### src/dual_sar_cfg.svh
// Constants for the dual converter readout logic.
// Assumes a 100 MHz system clock; included by the package and the modules.
`ifndef DUAL_SAR_CFG_SVH
`define DUAL_SAR_CFG_SVH

`define CODE_W          16
`define RAW_W           18
`define NEG_FS_CODE     16'h8000
`define POS_FS_CODE     16'h7FFF
`define MID_CODE        16'h0000
`define CLK_PERIOD_NS   10
`define T_CONV_NS       422
`define CONV_CYCLES     (`T_CONV_NS / `CLK_PERIOD_NS)
`define CONV_CNT_W      6
`define CONV_CNT_RST    6'h00
`define SHIFT_RST       16'h0000

`endif

### src/dual_sar_pkg.sv
// Types and the code saturation function shared by the converter and readout.
// Assumes dual_sar_cfg.svh is on the include path.
`include "dual_sar_cfg.svh"

package dual_sar_pkg;

	typedef logic [`CODE_W-1:0]        code_t;
	typedef logic signed [`RAW_W-1:0]  raw_t;
	typedef logic [`CONV_CNT_W-1:0]    conv_cnt_t;

	typedef enum logic
	{
		ST_ACQ = 1'b0,
		ST_CNV = 1'b1
	} conv_state_t;

	// Clamp a wide signed sample into the two's complement code range
	function automatic code_t saturate_code(input raw_t raw);
		code_t res;
		res = raw[`CODE_W-1:0];
		if (raw > $signed({2'b00, `POS_FS_CODE}))
		begin
			res = `POS_FS_CODE;
		end
		else if (raw < $signed({2'b11, `NEG_FS_CODE}))
		begin
			res = `NEG_FS_CODE;
		end
		return res;
	endfunction

endpackage

### src/sar_converter.sv
// One successive-approximation converter timed by the system clock.
// Assumes start_i is a one-cycle pulse on clk_sys_i, spaced by the host.
`timescale 1ns/10ps
`include "dual_sar_cfg.svh"

module sar_converter
(
	input  wire logic               clk_sys_i,   // System clock
	input  wire logic               rst_n_i,     // Synchronous reset, active low
	input  wire logic               start_i,     // Conversion start pulse
	input  wire dual_sar_pkg::raw_t sample_i,    // Quantized input at this instant
	output logic                    busy_o,      // Converting, inputs isolated
	output logic                    acquiring_o, // Sampling stage connected
	output logic                    done_o,      // Conversion done strobe
	output dual_sar_pkg::code_t     result_o     // Latest result
);
	import dual_sar_pkg::*;

	// Done is registered one edge after the timer empties
	localparam int CONV_LIM = `CONV_CYCLES + 1;

	conv_state_t state_q;
	conv_cnt_t   cnt_q;
	raw_t        held_q;
	logic        done_q;
	code_t       result_q;

	always_ff @(posedge clk_sys_i)
	begin
		if (!rst_n_i)
		begin
			state_q <= ST_ACQ;
		end
		else
		begin
			case (state_q)
				ST_ACQ:
				begin
					if (start_i)
					begin
						state_q <= ST_CNV;
					end
				end
				ST_CNV:
				begin
					if (cnt_q == `CONV_CNT_RST)
					begin
						state_q <= ST_ACQ;
					end
				end
				default:
				begin
					state_q <= ST_ACQ;
				end
			endcase
		end
	end

	// Internal conversion timer, free of the serial clock
	always_ff @(posedge clk_sys_i)
	begin
		if (!rst_n_i)
		begin
			cnt_q <= `CONV_CNT_RST;
		end
		else if (state_q == ST_ACQ && start_i)
		begin
			cnt_q <= conv_cnt_t'(`CONV_CYCLES - 1);
		end
		else if (state_q == ST_CNV && cnt_q != `CONV_CNT_RST)
		begin
			cnt_q <= cnt_q - 6'h01;
		end
	end

	always_ff @(posedge clk_sys_i)
	begin
		if (!rst_n_i)
		begin
			held_q <= '0;
		end
		else if (state_q == ST_ACQ && start_i)
		begin
			held_q <= sample_i;
		end
	end

	always_ff @(posedge clk_sys_i)
	begin
		if (!rst_n_i)
		begin
			done_q   <= 1'b0;
			result_q <= `MID_CODE;
		end
		else
		begin
			done_q <= (state_q == ST_CNV) && (cnt_q == `CONV_CNT_RST);
			if (state_q == ST_CNV && cnt_q == `CONV_CNT_RST)
			begin
				result_q <= saturate_code(held_q);
			end
		end
	end

	assign busy_o      = (state_q == ST_CNV);
	assign acquiring_o = (state_q == ST_ACQ);
	assign done_o      = done_q;
	assign result_o    = result_q;
endmodule

### src/dual_sar_readout.sv
// Dual simultaneous-sampling converter control and two-line serial readout.
// Assumes chip select and serial clock arrive asynchronously from a host.
`timescale 1ns/10ps
`include "dual_sar_cfg.svh"

// Function
// - Two 16-bit converters sample the same instant
// - Chip select rising starts both conversions
// - Conversion internally timed, done within 422 ns
// - Inputs isolated converting, then back to acquisition
// - Converter returns done strobe and result
// - Two's complement codes, saturate at 8000/7FFF
// - Chip select falling drives valid first bits
// - Each serial clock launch edge advances outputs
// - Chip select rising releases outputs to high-impedance
// - MSB upper line, next lower, then zeros
// - Chip select high time selects latency zero/one
// - Acquisition after reset and every done strobe
module dual_sar_readout
(
	input  wire logic               clk_sys_i,                  // System clock
	input  wire logic               rst_n_i,                    // Synchronous reset, active low
	input  wire logic               cs_n_i,                     // Chip select pin, active low
	input  wire logic               sclk_i,                     // Serial clock pin
	input  wire dual_sar_pkg::raw_t analog_code_a_i,            // Channel A quantized input
	input  wire dual_sar_pkg::raw_t analog_code_b_i,            // Channel B quantized input
	output logic                    upper_serial_out_line_a_o,  // Channel A upper data line
	output logic                    upper_serial_out_line_a_oe_o, // Drive enable
	output logic                    lower_serial_out_line_a_o,  // Channel A lower data line
	output logic                    lower_serial_out_line_a_oe_o, // Drive enable
	output logic                    upper_serial_out_line_b_o,  // Channel B upper data line
	output logic                    upper_serial_out_line_b_oe_o, // Drive enable
	output logic                    lower_serial_out_line_b_o,  // Channel B lower data line
	output logic                    lower_serial_out_line_b_oe_o, // Drive enable
	output logic                    conversion_done_strobe_a_o, // Channel A done pulse
	output logic                    conversion_done_strobe_b_o, // Channel B done pulse
	output logic                    acquiring_a_o,              // Channel A sampling
	output logic                    acquiring_b_o               // Channel B sampling
);
	import dual_sar_pkg::*;

	logic  cs_meta_q;
	logic  cs_sync_q;
	logic  cs_prev_q;
	logic  sclk_meta_q;
	logic  sclk_sync_q;
	logic  sclk_prev_q;
	logic  cs_rise;
	logic  cs_fall;
	logic  sclk_rise;
	logic  frame_q;
	code_t shift_a_q;
	code_t shift_b_q;
	code_t shift_a_d;
	code_t shift_b_d;
	code_t result_a;
	code_t result_b;
	logic  busy_a;
	logic  busy_b;

	// Two-stage synchronisers for the host pins
	always_ff @(posedge clk_sys_i)
	begin
		if (!rst_n_i)
		begin
			cs_meta_q <= 1'b1;
			cs_sync_q <= 1'b1;
			cs_prev_q <= 1'b1;
		end
		else
		begin
			cs_meta_q <= cs_n_i;
			cs_sync_q <= cs_meta_q;
			cs_prev_q <= cs_sync_q;
		end
	end

	always_ff @(posedge clk_sys_i)
	begin
		if (!rst_n_i)
		begin
			sclk_meta_q <= 1'b0;
			sclk_sync_q <= 1'b0;
			sclk_prev_q <= 1'b0;
		end
		else
		begin
			sclk_meta_q <= sclk_i;
			sclk_sync_q <= sclk_meta_q;
			sclk_prev_q <= sclk_sync_q;
		end
	end

	assign cs_rise   = cs_sync_q && !cs_prev_q;
	assign cs_fall   = !cs_sync_q && cs_prev_q;
	assign sclk_rise = sclk_sync_q && !sclk_prev_q;

	// Both converters share the one start pulse
	sar_converter u_conv_a
	(
		.clk_sys_i   (clk_sys_i),
		.rst_n_i     (rst_n_i),
		.start_i     (cs_rise),
		.sample_i    (analog_code_a_i),
		.busy_o      (busy_a),
		.acquiring_o (acquiring_a_o),
		.done_o      (conversion_done_strobe_a_o),
		.result_o    (result_a)
	);

	sar_converter u_conv_b
	(
		.clk_sys_i   (clk_sys_i),
		.rst_n_i     (rst_n_i),
		.start_i     (cs_rise),
		.sample_i    (analog_code_b_i),
		.busy_o      (busy_b),
		.acquiring_o (acquiring_b_o),
		.done_o      (conversion_done_strobe_b_o),
		.result_o    (result_b)
	);

	// Frame open from chip select falling to rising
	always_ff @(posedge clk_sys_i)
	begin
		if (!rst_n_i)
		begin
			frame_q <= 1'b0;
		end
		else if (cs_rise)
		begin
			frame_q <= 1'b0;
		end
		else if (cs_fall)
		begin
			frame_q <= 1'b1;
		end
	end

	// Load at frame start takes whichever result is finished by then
	always_comb
	begin
		shift_a_d = shift_a_q;
		shift_b_d = shift_b_q;
		if (cs_fall)
		begin
			shift_a_d = result_a;
			shift_b_d = result_b;
		end
		else if (frame_q && sclk_rise)
		begin
			shift_a_d = {shift_a_q[`CODE_W-3:0], 2'b00};
			shift_b_d = {shift_b_q[`CODE_W-3:0], 2'b00};
		end
	end

	always_ff @(posedge clk_sys_i)
	begin
		if (!rst_n_i)
		begin
			shift_a_q <= `SHIFT_RST;
			shift_b_q <= `SHIFT_RST;
		end
		else
		begin
			shift_a_q <= shift_a_d;
			shift_b_q <= shift_b_d;
		end
	end

	// Upper line carries the odd-numbered bit of each pair
	assign upper_serial_out_line_a_o    = shift_a_q[`CODE_W-1];
	assign lower_serial_out_line_a_o    = shift_a_q[`CODE_W-2];
	assign upper_serial_out_line_b_o    = shift_b_q[`CODE_W-1];
	assign lower_serial_out_line_b_o    = shift_b_q[`CODE_W-2];
	assign upper_serial_out_line_a_oe_o = frame_q;
	assign lower_serial_out_line_a_oe_o = frame_q;
	assign upper_serial_out_line_b_oe_o = frame_q;
	assign lower_serial_out_line_b_oe_o = frame_q;
endmodule

### config.mk
export PLATFORM = sky130hd
export DESIGN_NAME = dual_sar_readout
export DESIGN_NICKNAME = d
export VERILOG_FILES = /design/src/dual_sar_pkg.sv /design/src/sar_converter.sv /design/src/dual_sar_readout.sv
export VERILOG_INCLUDE_DIRS = /design/src
export SDC_FILE = /design/constraint.sdc
export NUM_CORES = 1
export LEC_CHECK = 0
export ABC_AREA = 1
export ABC_CLOCK_PERIOD_IN_PS = 2130
export BUFFER_PORTS_ARGS = -buffer_cell sky130_fd_sc_hd__clkbuf_2
export CELL_PAD_IN_SITES_DETAIL_PLACEMENT = 0
export CELL_PAD_IN_SITES_GLOBAL_PLACEMENT = 1
export CORE_AREA = 2 2 106 108
export DETAILED_ROUTE_END_ITERATION = 10
export DIE_AREA = 0 0 108 110
export PLACE_DENSITY = 0.95
export SLEW_MARGIN = 20
export SYNTH_ARGS = -nofsm -noshare
export SYNTH_HDL_FRONTEND = slang
export SYNTH_SLANG_ARGS = --single-unit
### constraint.sdc
create_clock -name clk_sys_i -period 2.13 [get_ports clk_sys_i]
set_input_delay 0.1065 -clock clk_sys_i [delete_from_list [all_inputs] [get_ports clk_sys_i]]
set_output_delay 0.1065 -clock clk_sys_i [all_outputs]
set_load 0.02 [all_outputs]
## Word level (Yosys, flattened, before mapping)

Cells that the tools add are included.
W data, S select, Z words.

- Register bits after elaboration: 123
- Bits in latches: 0
- Logic and storage cells: 70
- Memory bits (read-only): 0
- Bits in writable memories: 0
- Memories kept: 0
- Input bits: 40

- Muxes and demuxes: 17
- Add/sub/neg operators: 2
- Bitwise operators: 3
- Reduce and logical (&&, ||, !) cells: 23
- Multiply operators: 0
- Equal/unequal tests: 0
- Shifts and indexed selects: 0
- Div/mod/pow operators: 0
- $lt $le $gt $ge: 4

Operators with widths:

| operator | count |
|---|---|
| $mux W16 | 8 |
| $gt A18 B16 Y1 const B | 2 |
| $lt A18 B16 Y1 const B | 2 |
| $mux W6 | 4 |
| $logic_not A6 Y1 | 2 |
| $reduce_bool A6 Y1 | 2 |
| $sub A6 B1 Y6 const B | 2 |
| $logic_and A1 B1 Y1 | 10 |
| $reduce_bool A2 Y1 | 3 |
| $reduce_or A2 Y1 | 3 |
| $pmux W1 S2 | 2 |
| $logic_not A1 Y1 | 3 |
| $mux W1 | 3 |
| $not A1 Y1 | 3 |

## Depth between registers and ports, before layout

- Depth after elaboration: 5
- Gate-level depth with buffers: 9

## By module

Synthesis repeated with hierarchy kept, for this count alone.

- Cell total of the unflattened synthesis: 681
- Area total of the unflattened synthesis: 5276.3 µm²

By module, submodules not included:

| module | cells an instance | area an instance (µm²) | instances | seq. area each (µm²) |
|---|---|---|---|---|
| sar_converter | 210 | 1710.4 | 2 | 840.8 |
| dual_sar_readout | 261 | 1855.5 | 1 | 780.7 |

## Least setup slack after synthesis

No wires, ideal clock.

- Path type: register -> register
- Start: register u_conv_a.cnt_q[0]
- End: register u_conv_a.result_q[14], in the netlist u_conv_a.result_o[14]
- Arrival: 1.217 ns
- Buffers on the path: 1
- Cell stages (with the launch flop): 9
- Required time: 2.010 ns
- Slack: 0.794 ns
- Cells stage by stage: dfxtp_1 inv_1 ha_1 nand3_2 nor2_4 inv_2 buf_2 nand3_1 o21ai_2

- Word-level cells in the longest chain between the ends: 2

Ends and longest elaborated chain:

| item | RTL line | RTL |
|---|---|---|
| start: declaration | sar_converter.sv:23 | `conv_cnt_t cnt_q;` |
| start signal: assignment | sar_converter.sv:64 | `` cnt_q <= `CONV_CNT_RST; `` |
| start signal: assignment | sar_converter.sv:68 | `` cnt_q <= conv_cnt_t'(`CONV_CYCLES - 1); `` |
| start signal: assignment | sar_converter.sv:72 | `cnt_q <= cnt_q - 6'h01;` |
| $logic_not A6 Y1 (no line) | n/a |  |
| $logic_and A1 B1 Y1 | n/a |  |
| end signal: assignment | sar_converter.sv:93 | `` result_q <= `MID_CODE; `` |
| end signal: assignment | sar_converter.sv:100 | `result_q <= saturate_code(held_q);` |
| end: declaration | sar_converter.sv:26 | `code_t result_q;` |

Every way passes these cells.
A chain may end at the register's enable or synchronous reset.

## Worst setup path in the final report

- Start: register u_conv_a.held_q[15]
- End: register u_conv_a.result_q[2], in the netlist u_conv_a.result_o[2]

- Word-level cells in the longest chain between the ends: 3
- Elaborated cells between the ends (all ways): 4
- Those cells by class: 2 x order compare; 2 x mux

Ends and longest elaborated chain:

| item | RTL line | RTL |
|---|---|---|
| start: declaration | sar_converter.sv:24 | `raw_t held_q;` |
| start signal: assignment | sar_converter.sv:84 | `held_q <= sample_i;` |
| $lt A18 B16 Y1 | dual_sar_pkg.sv:25 | `` else if (raw < $signed({2'b11, `NEG_FS_CODE})) `` |
| $mux W16 | dual_sar_pkg.sv:25 |  |
| $mux W16 * | dual_sar_pkg.sv:21 | `` if (raw > $signed({2'b00, `POS_FS_CODE})) `` |

Every way passes the cells marked *; elsewhere a longest branch is shown, timed or not.

==> parameters.txt <==
Parameter                              Value

Status
  Result of the run    finished, final reports clean

Critical path
  Slowest cell on crit path    o21ai_1
  CP Capture Point    u_conv_a.result_o[2]
  Critical path type    flop to flop
  Worst-path maximum fanout    15
  Internal reg-to-reg setup slack    530 ps
  Reg-to-reg critical path endpoint    u_conv_a.result_o[2]
  Worst setup SP type    flop
  Crit-path max cell delay    660 ps
  Cell repeated most along the worst path    o21ai_0
  Required time at the endpoint of the critical path    2550 ps
  Critical path capture point type    flop
  Worst Reg2Reg Path Length in Cells    4
  Start point of the critical path    u_conv_a.held_q[15]
  Worst Path Arrival    2020 ps
  Cells traversed along the worst timing path    inv_1 -> o21ai_1 -> o21ai_0 -> o21ai_0
  FF-to-FF Start    u_conv_a.held_q[15]

Timing
  Final hold violation count    0
  Unrepaired setup endpoints after global routing    false
  Maximum clock frequency    0.626 GHz
  Number of slew-limit violations in the final report    0
  Finish-stage setup viols    0
  Clk_skew    9.54 ps
  Shortest clock period the worst path allows after layout    1600 ps
  Minimum setup slack in the final design    532 ps
  Max transition margin    44.5%
  Transition time at the pin with the least slew margin    827 ps
  Summed negative setup slack over all endpoints    0 ps
  Share of the clock period used by the worst path    75.0%

Global routing
  Met3 track demand over resource in global routing    5.94%
  Total gr overflow    0
  First-pass GRT wire length    18300 µm
  Initial antenna violation count    0
  Met1 global-route usage    24.3%
  Pin count of the biggest net entering global routing    61
  Global routing usage summed across all routing layers    19.4%
  Number of global-route vias before repair    4016
  Most used routing layer in global routing    met2
  Met2 Use GR    31.9%

Logic synthesis
  Count leader, synth    nand2_1
  Synth cell types    30
  Syn_nets    654
  Commonest cells in the netlist    nand2_1 (132), dfxtp_1 (123), nand3_1 (58)
  Cells after Synth    610
  Post-synth top area share    50.1%
  Syn_area_per_cell    8.06 µm²
  Flip-flop and latch count after synthesis    123
  Top post-synthesis cells by area    dfxtp_1 (50%), nand2_1 (10%), nand3_1 (5.9%), o21ai_0 (5.8%), a21oi_1 (4.9%)
  Dominant cell type by area after synthesis    dfxtp_1
  Post-Synthesis Cell Area    4920 µm²
  Part of the Yosys area used for sequential elements    50.1%
  Async S/R FF share, synth    0%
  Most used DFF post-synth    dfxtp_1
  Post-synth EDFFs    0
  Count of yosys warnings during synthesis    0

Worst hold path
  Class of the tightest hold or removal check    input port to flop

CTS
  Buffer type at the clock tree root    clkbuf_8
  Clk pin slew, worst setup/hold paths    60 ps
  Number of H-tree levels    4
  Total clock sinks    123
  Worst-case clock buffer depth    2
  Number of buffers added by the clock tree synthesis step    17
  Setup Buffers After CTS    0
  Insertion delay of the later-clocked pin in the worst-skew pair    510 ps
  TritonCTS clock tree    done

Power
  Maximum VDD drop    726 µV
  Switching share of power    23.4%
  Overall power of the completed layout    0.00548 W
  Switching power total    0.00128 W
  Total power density per cell area    895 nW/µm²
  Portion of total power attributed to the clock network    49.2%
  Static leakage power    2.36 nW
  Combinational cell fraction of total power    7.1%
  P_int    0.00419 W
  Part of the power in registers    43.8%

Die
  Initial core utilization    46.0%
  Std-Cell Core Area    10700 µm²
  IO Count    52
  Number of core rows    38
  Full die area    11900 µm²
  Die X    108 µm
  DIE HEIGHT    110 µm

Place
  Final weighted congestion in routability-driven placement    0.855
  IO buf count    51
  Post-Place Cells    766
  Half-perimeter wire length after placement    6830 µm
  Worst slack at placement    590 ps

Drt
  Detailed Route WL    11000 µm
  Pre-Repair DR Iteration Count    5
  Post-DR vias/cell    5.22
  Routed Antenna Nets    0
  Routed WL per cell    13.2 µm
  Initial DRC count    213
  Routed vias    4362
  DRC violations left    0

Cells and area
  Nets    727
  Number of inserted filler cells in the final layout    955
  Share of the core filled with cells    57.2%
  Number of antenna repair diodes    0
  Area occupied by registers    2460 µm²
  Non-filler instance count after layout    836
  Relative area change from synthesis to final layout    24.5%
  Area used by multi-input combinational logic    2080 µm²
  Share of final-layout standard cells stronger than drive strength 1    16.1%

Job
  Max-cap violations    0
-- cell usage in the layout (no fill, tap or decap), types with 16 or more instances in the layout --
| cell | synthesis | final |
|---|---|---|
| dlygate4sd3_1 | 0 | 38 |
| a31oi_1 | 28 | 28 |
| nand3_1 | 58 | 58 |
| inv_1 | 30 | 30 |
| clkbuf_16 | 0 | 16 |
| clkbuf_2 | 0 | 51 |
| a21oi_1 | 48 | 48 |
| nand2_1 | 132 | 132 |
| o21a_1 | 24 | 24 |
| o21ai_0 | 57 | 57 |
| dfxtp_1 | 123 | 123 |
-- worst max-delay path, delay by kind of cell (launching register included) --
kind,cells,cell delay (ps)
buf+inv,1,50
flops,1,310
compound gates,3,1150
-- worst min-delay path by stage --
stage | startpoint | end | slack, ps | cells past startpoint
after floorplan | sclk_i | sclk_meta_q | 200 | 2
after global placement | sclk_i | sclk_meta_q | 310 | 3
after detailed placement | sclk_i | sclk_meta_q | 300 | 3
after CTS | rst_n_i | u_conv_a.held_q[13] | 140 | 3
after global routing | rst_n_i | u_conv_a.busy_o | 190 | 3
final | rst_n_i | u_conv_a.held_q[11] | 170 | 3
-- per-stage QoR --
| step | instance area [µm²] | hold slack, ps |
|---|---|---|
| after floorplan | 4920 | 204 |
| after global placement | 5180 | 305 |
| after detailed placement | 5180 | 299 |
| after CTS | 6120 | 142 |
| after global routing | 6120 | 189 |
| final | 6120 | 169 |
-- power groups by stage --
stage               clock network (W)  logic, W  registers [W]
finish                        0.00269  0.000389        0.00240
global route                  0.00285  0.000434        0.00240
CTS                           0.00273  0.000385        0.00240
detailed placement                  0  0.000330        0.00245
global placement                    0  0.000320        0.00244
floorplan                           0  0.000241        0.00244
-- metal layers --
layer / vias to the layer above / routed length (µm)
met5: - / 0
met2: 86 / 5370
met4: 0 / 142
li1: 2232 / -
met1: 2031 / 4990
met3: 13 / 498
-- cell type report --
type	count	share of cell area, %
Tap cell	140	2.86
Inverter	36	2.21
Clock buffer	17	6.77
Sequential cell	123	40.2
Timing Repair Buffer	97	11.6
Clock inverter	15	2.45
Multi-Input combinational cell	408	33.9
-- repair_timing --
item / in CTS / in global routing
gates resized for setup: 0 / 0
hold buffers: 38 / 0
hold endpoints to repair: 38 / 0
setup endpoints to repair: 0 / 0
-- logic make-up after synthesis --
group	synth area share, %
adder cells (fa/ha/maj)	1.02
AND/OR/NAND/NOR	20.0
AO/OA/AOI/OAI	20.8
flip-flops	50.1
buffers and inverters	7.71
XOR/XNOR	0.356
-- state kept, by name, summed over array words and instances (netlist names) --
register	flops
sclk_sync_q	1
u_conv_b.cnt_q	6
cs_meta_q	1
u_conv_b.done_o	1
u_conv_b.held_q	18
shift_a_q	16
lower_serial_out_line_a_oe_o	1
sclk_meta_q	1
u_conv_a.result_o	16
u_conv_b.busy_o	1
shift_b_q	16
u_conv_a.busy_o	1
u_conv_a.cnt_q	6
u_conv_a.done_o	1
u_conv_b.result_o	16
cs_sync_q	1
cs_prev_q	1
sclk_prev_q	1
u_conv_a.held_q	18
Power figures use the tool's default switching activity.
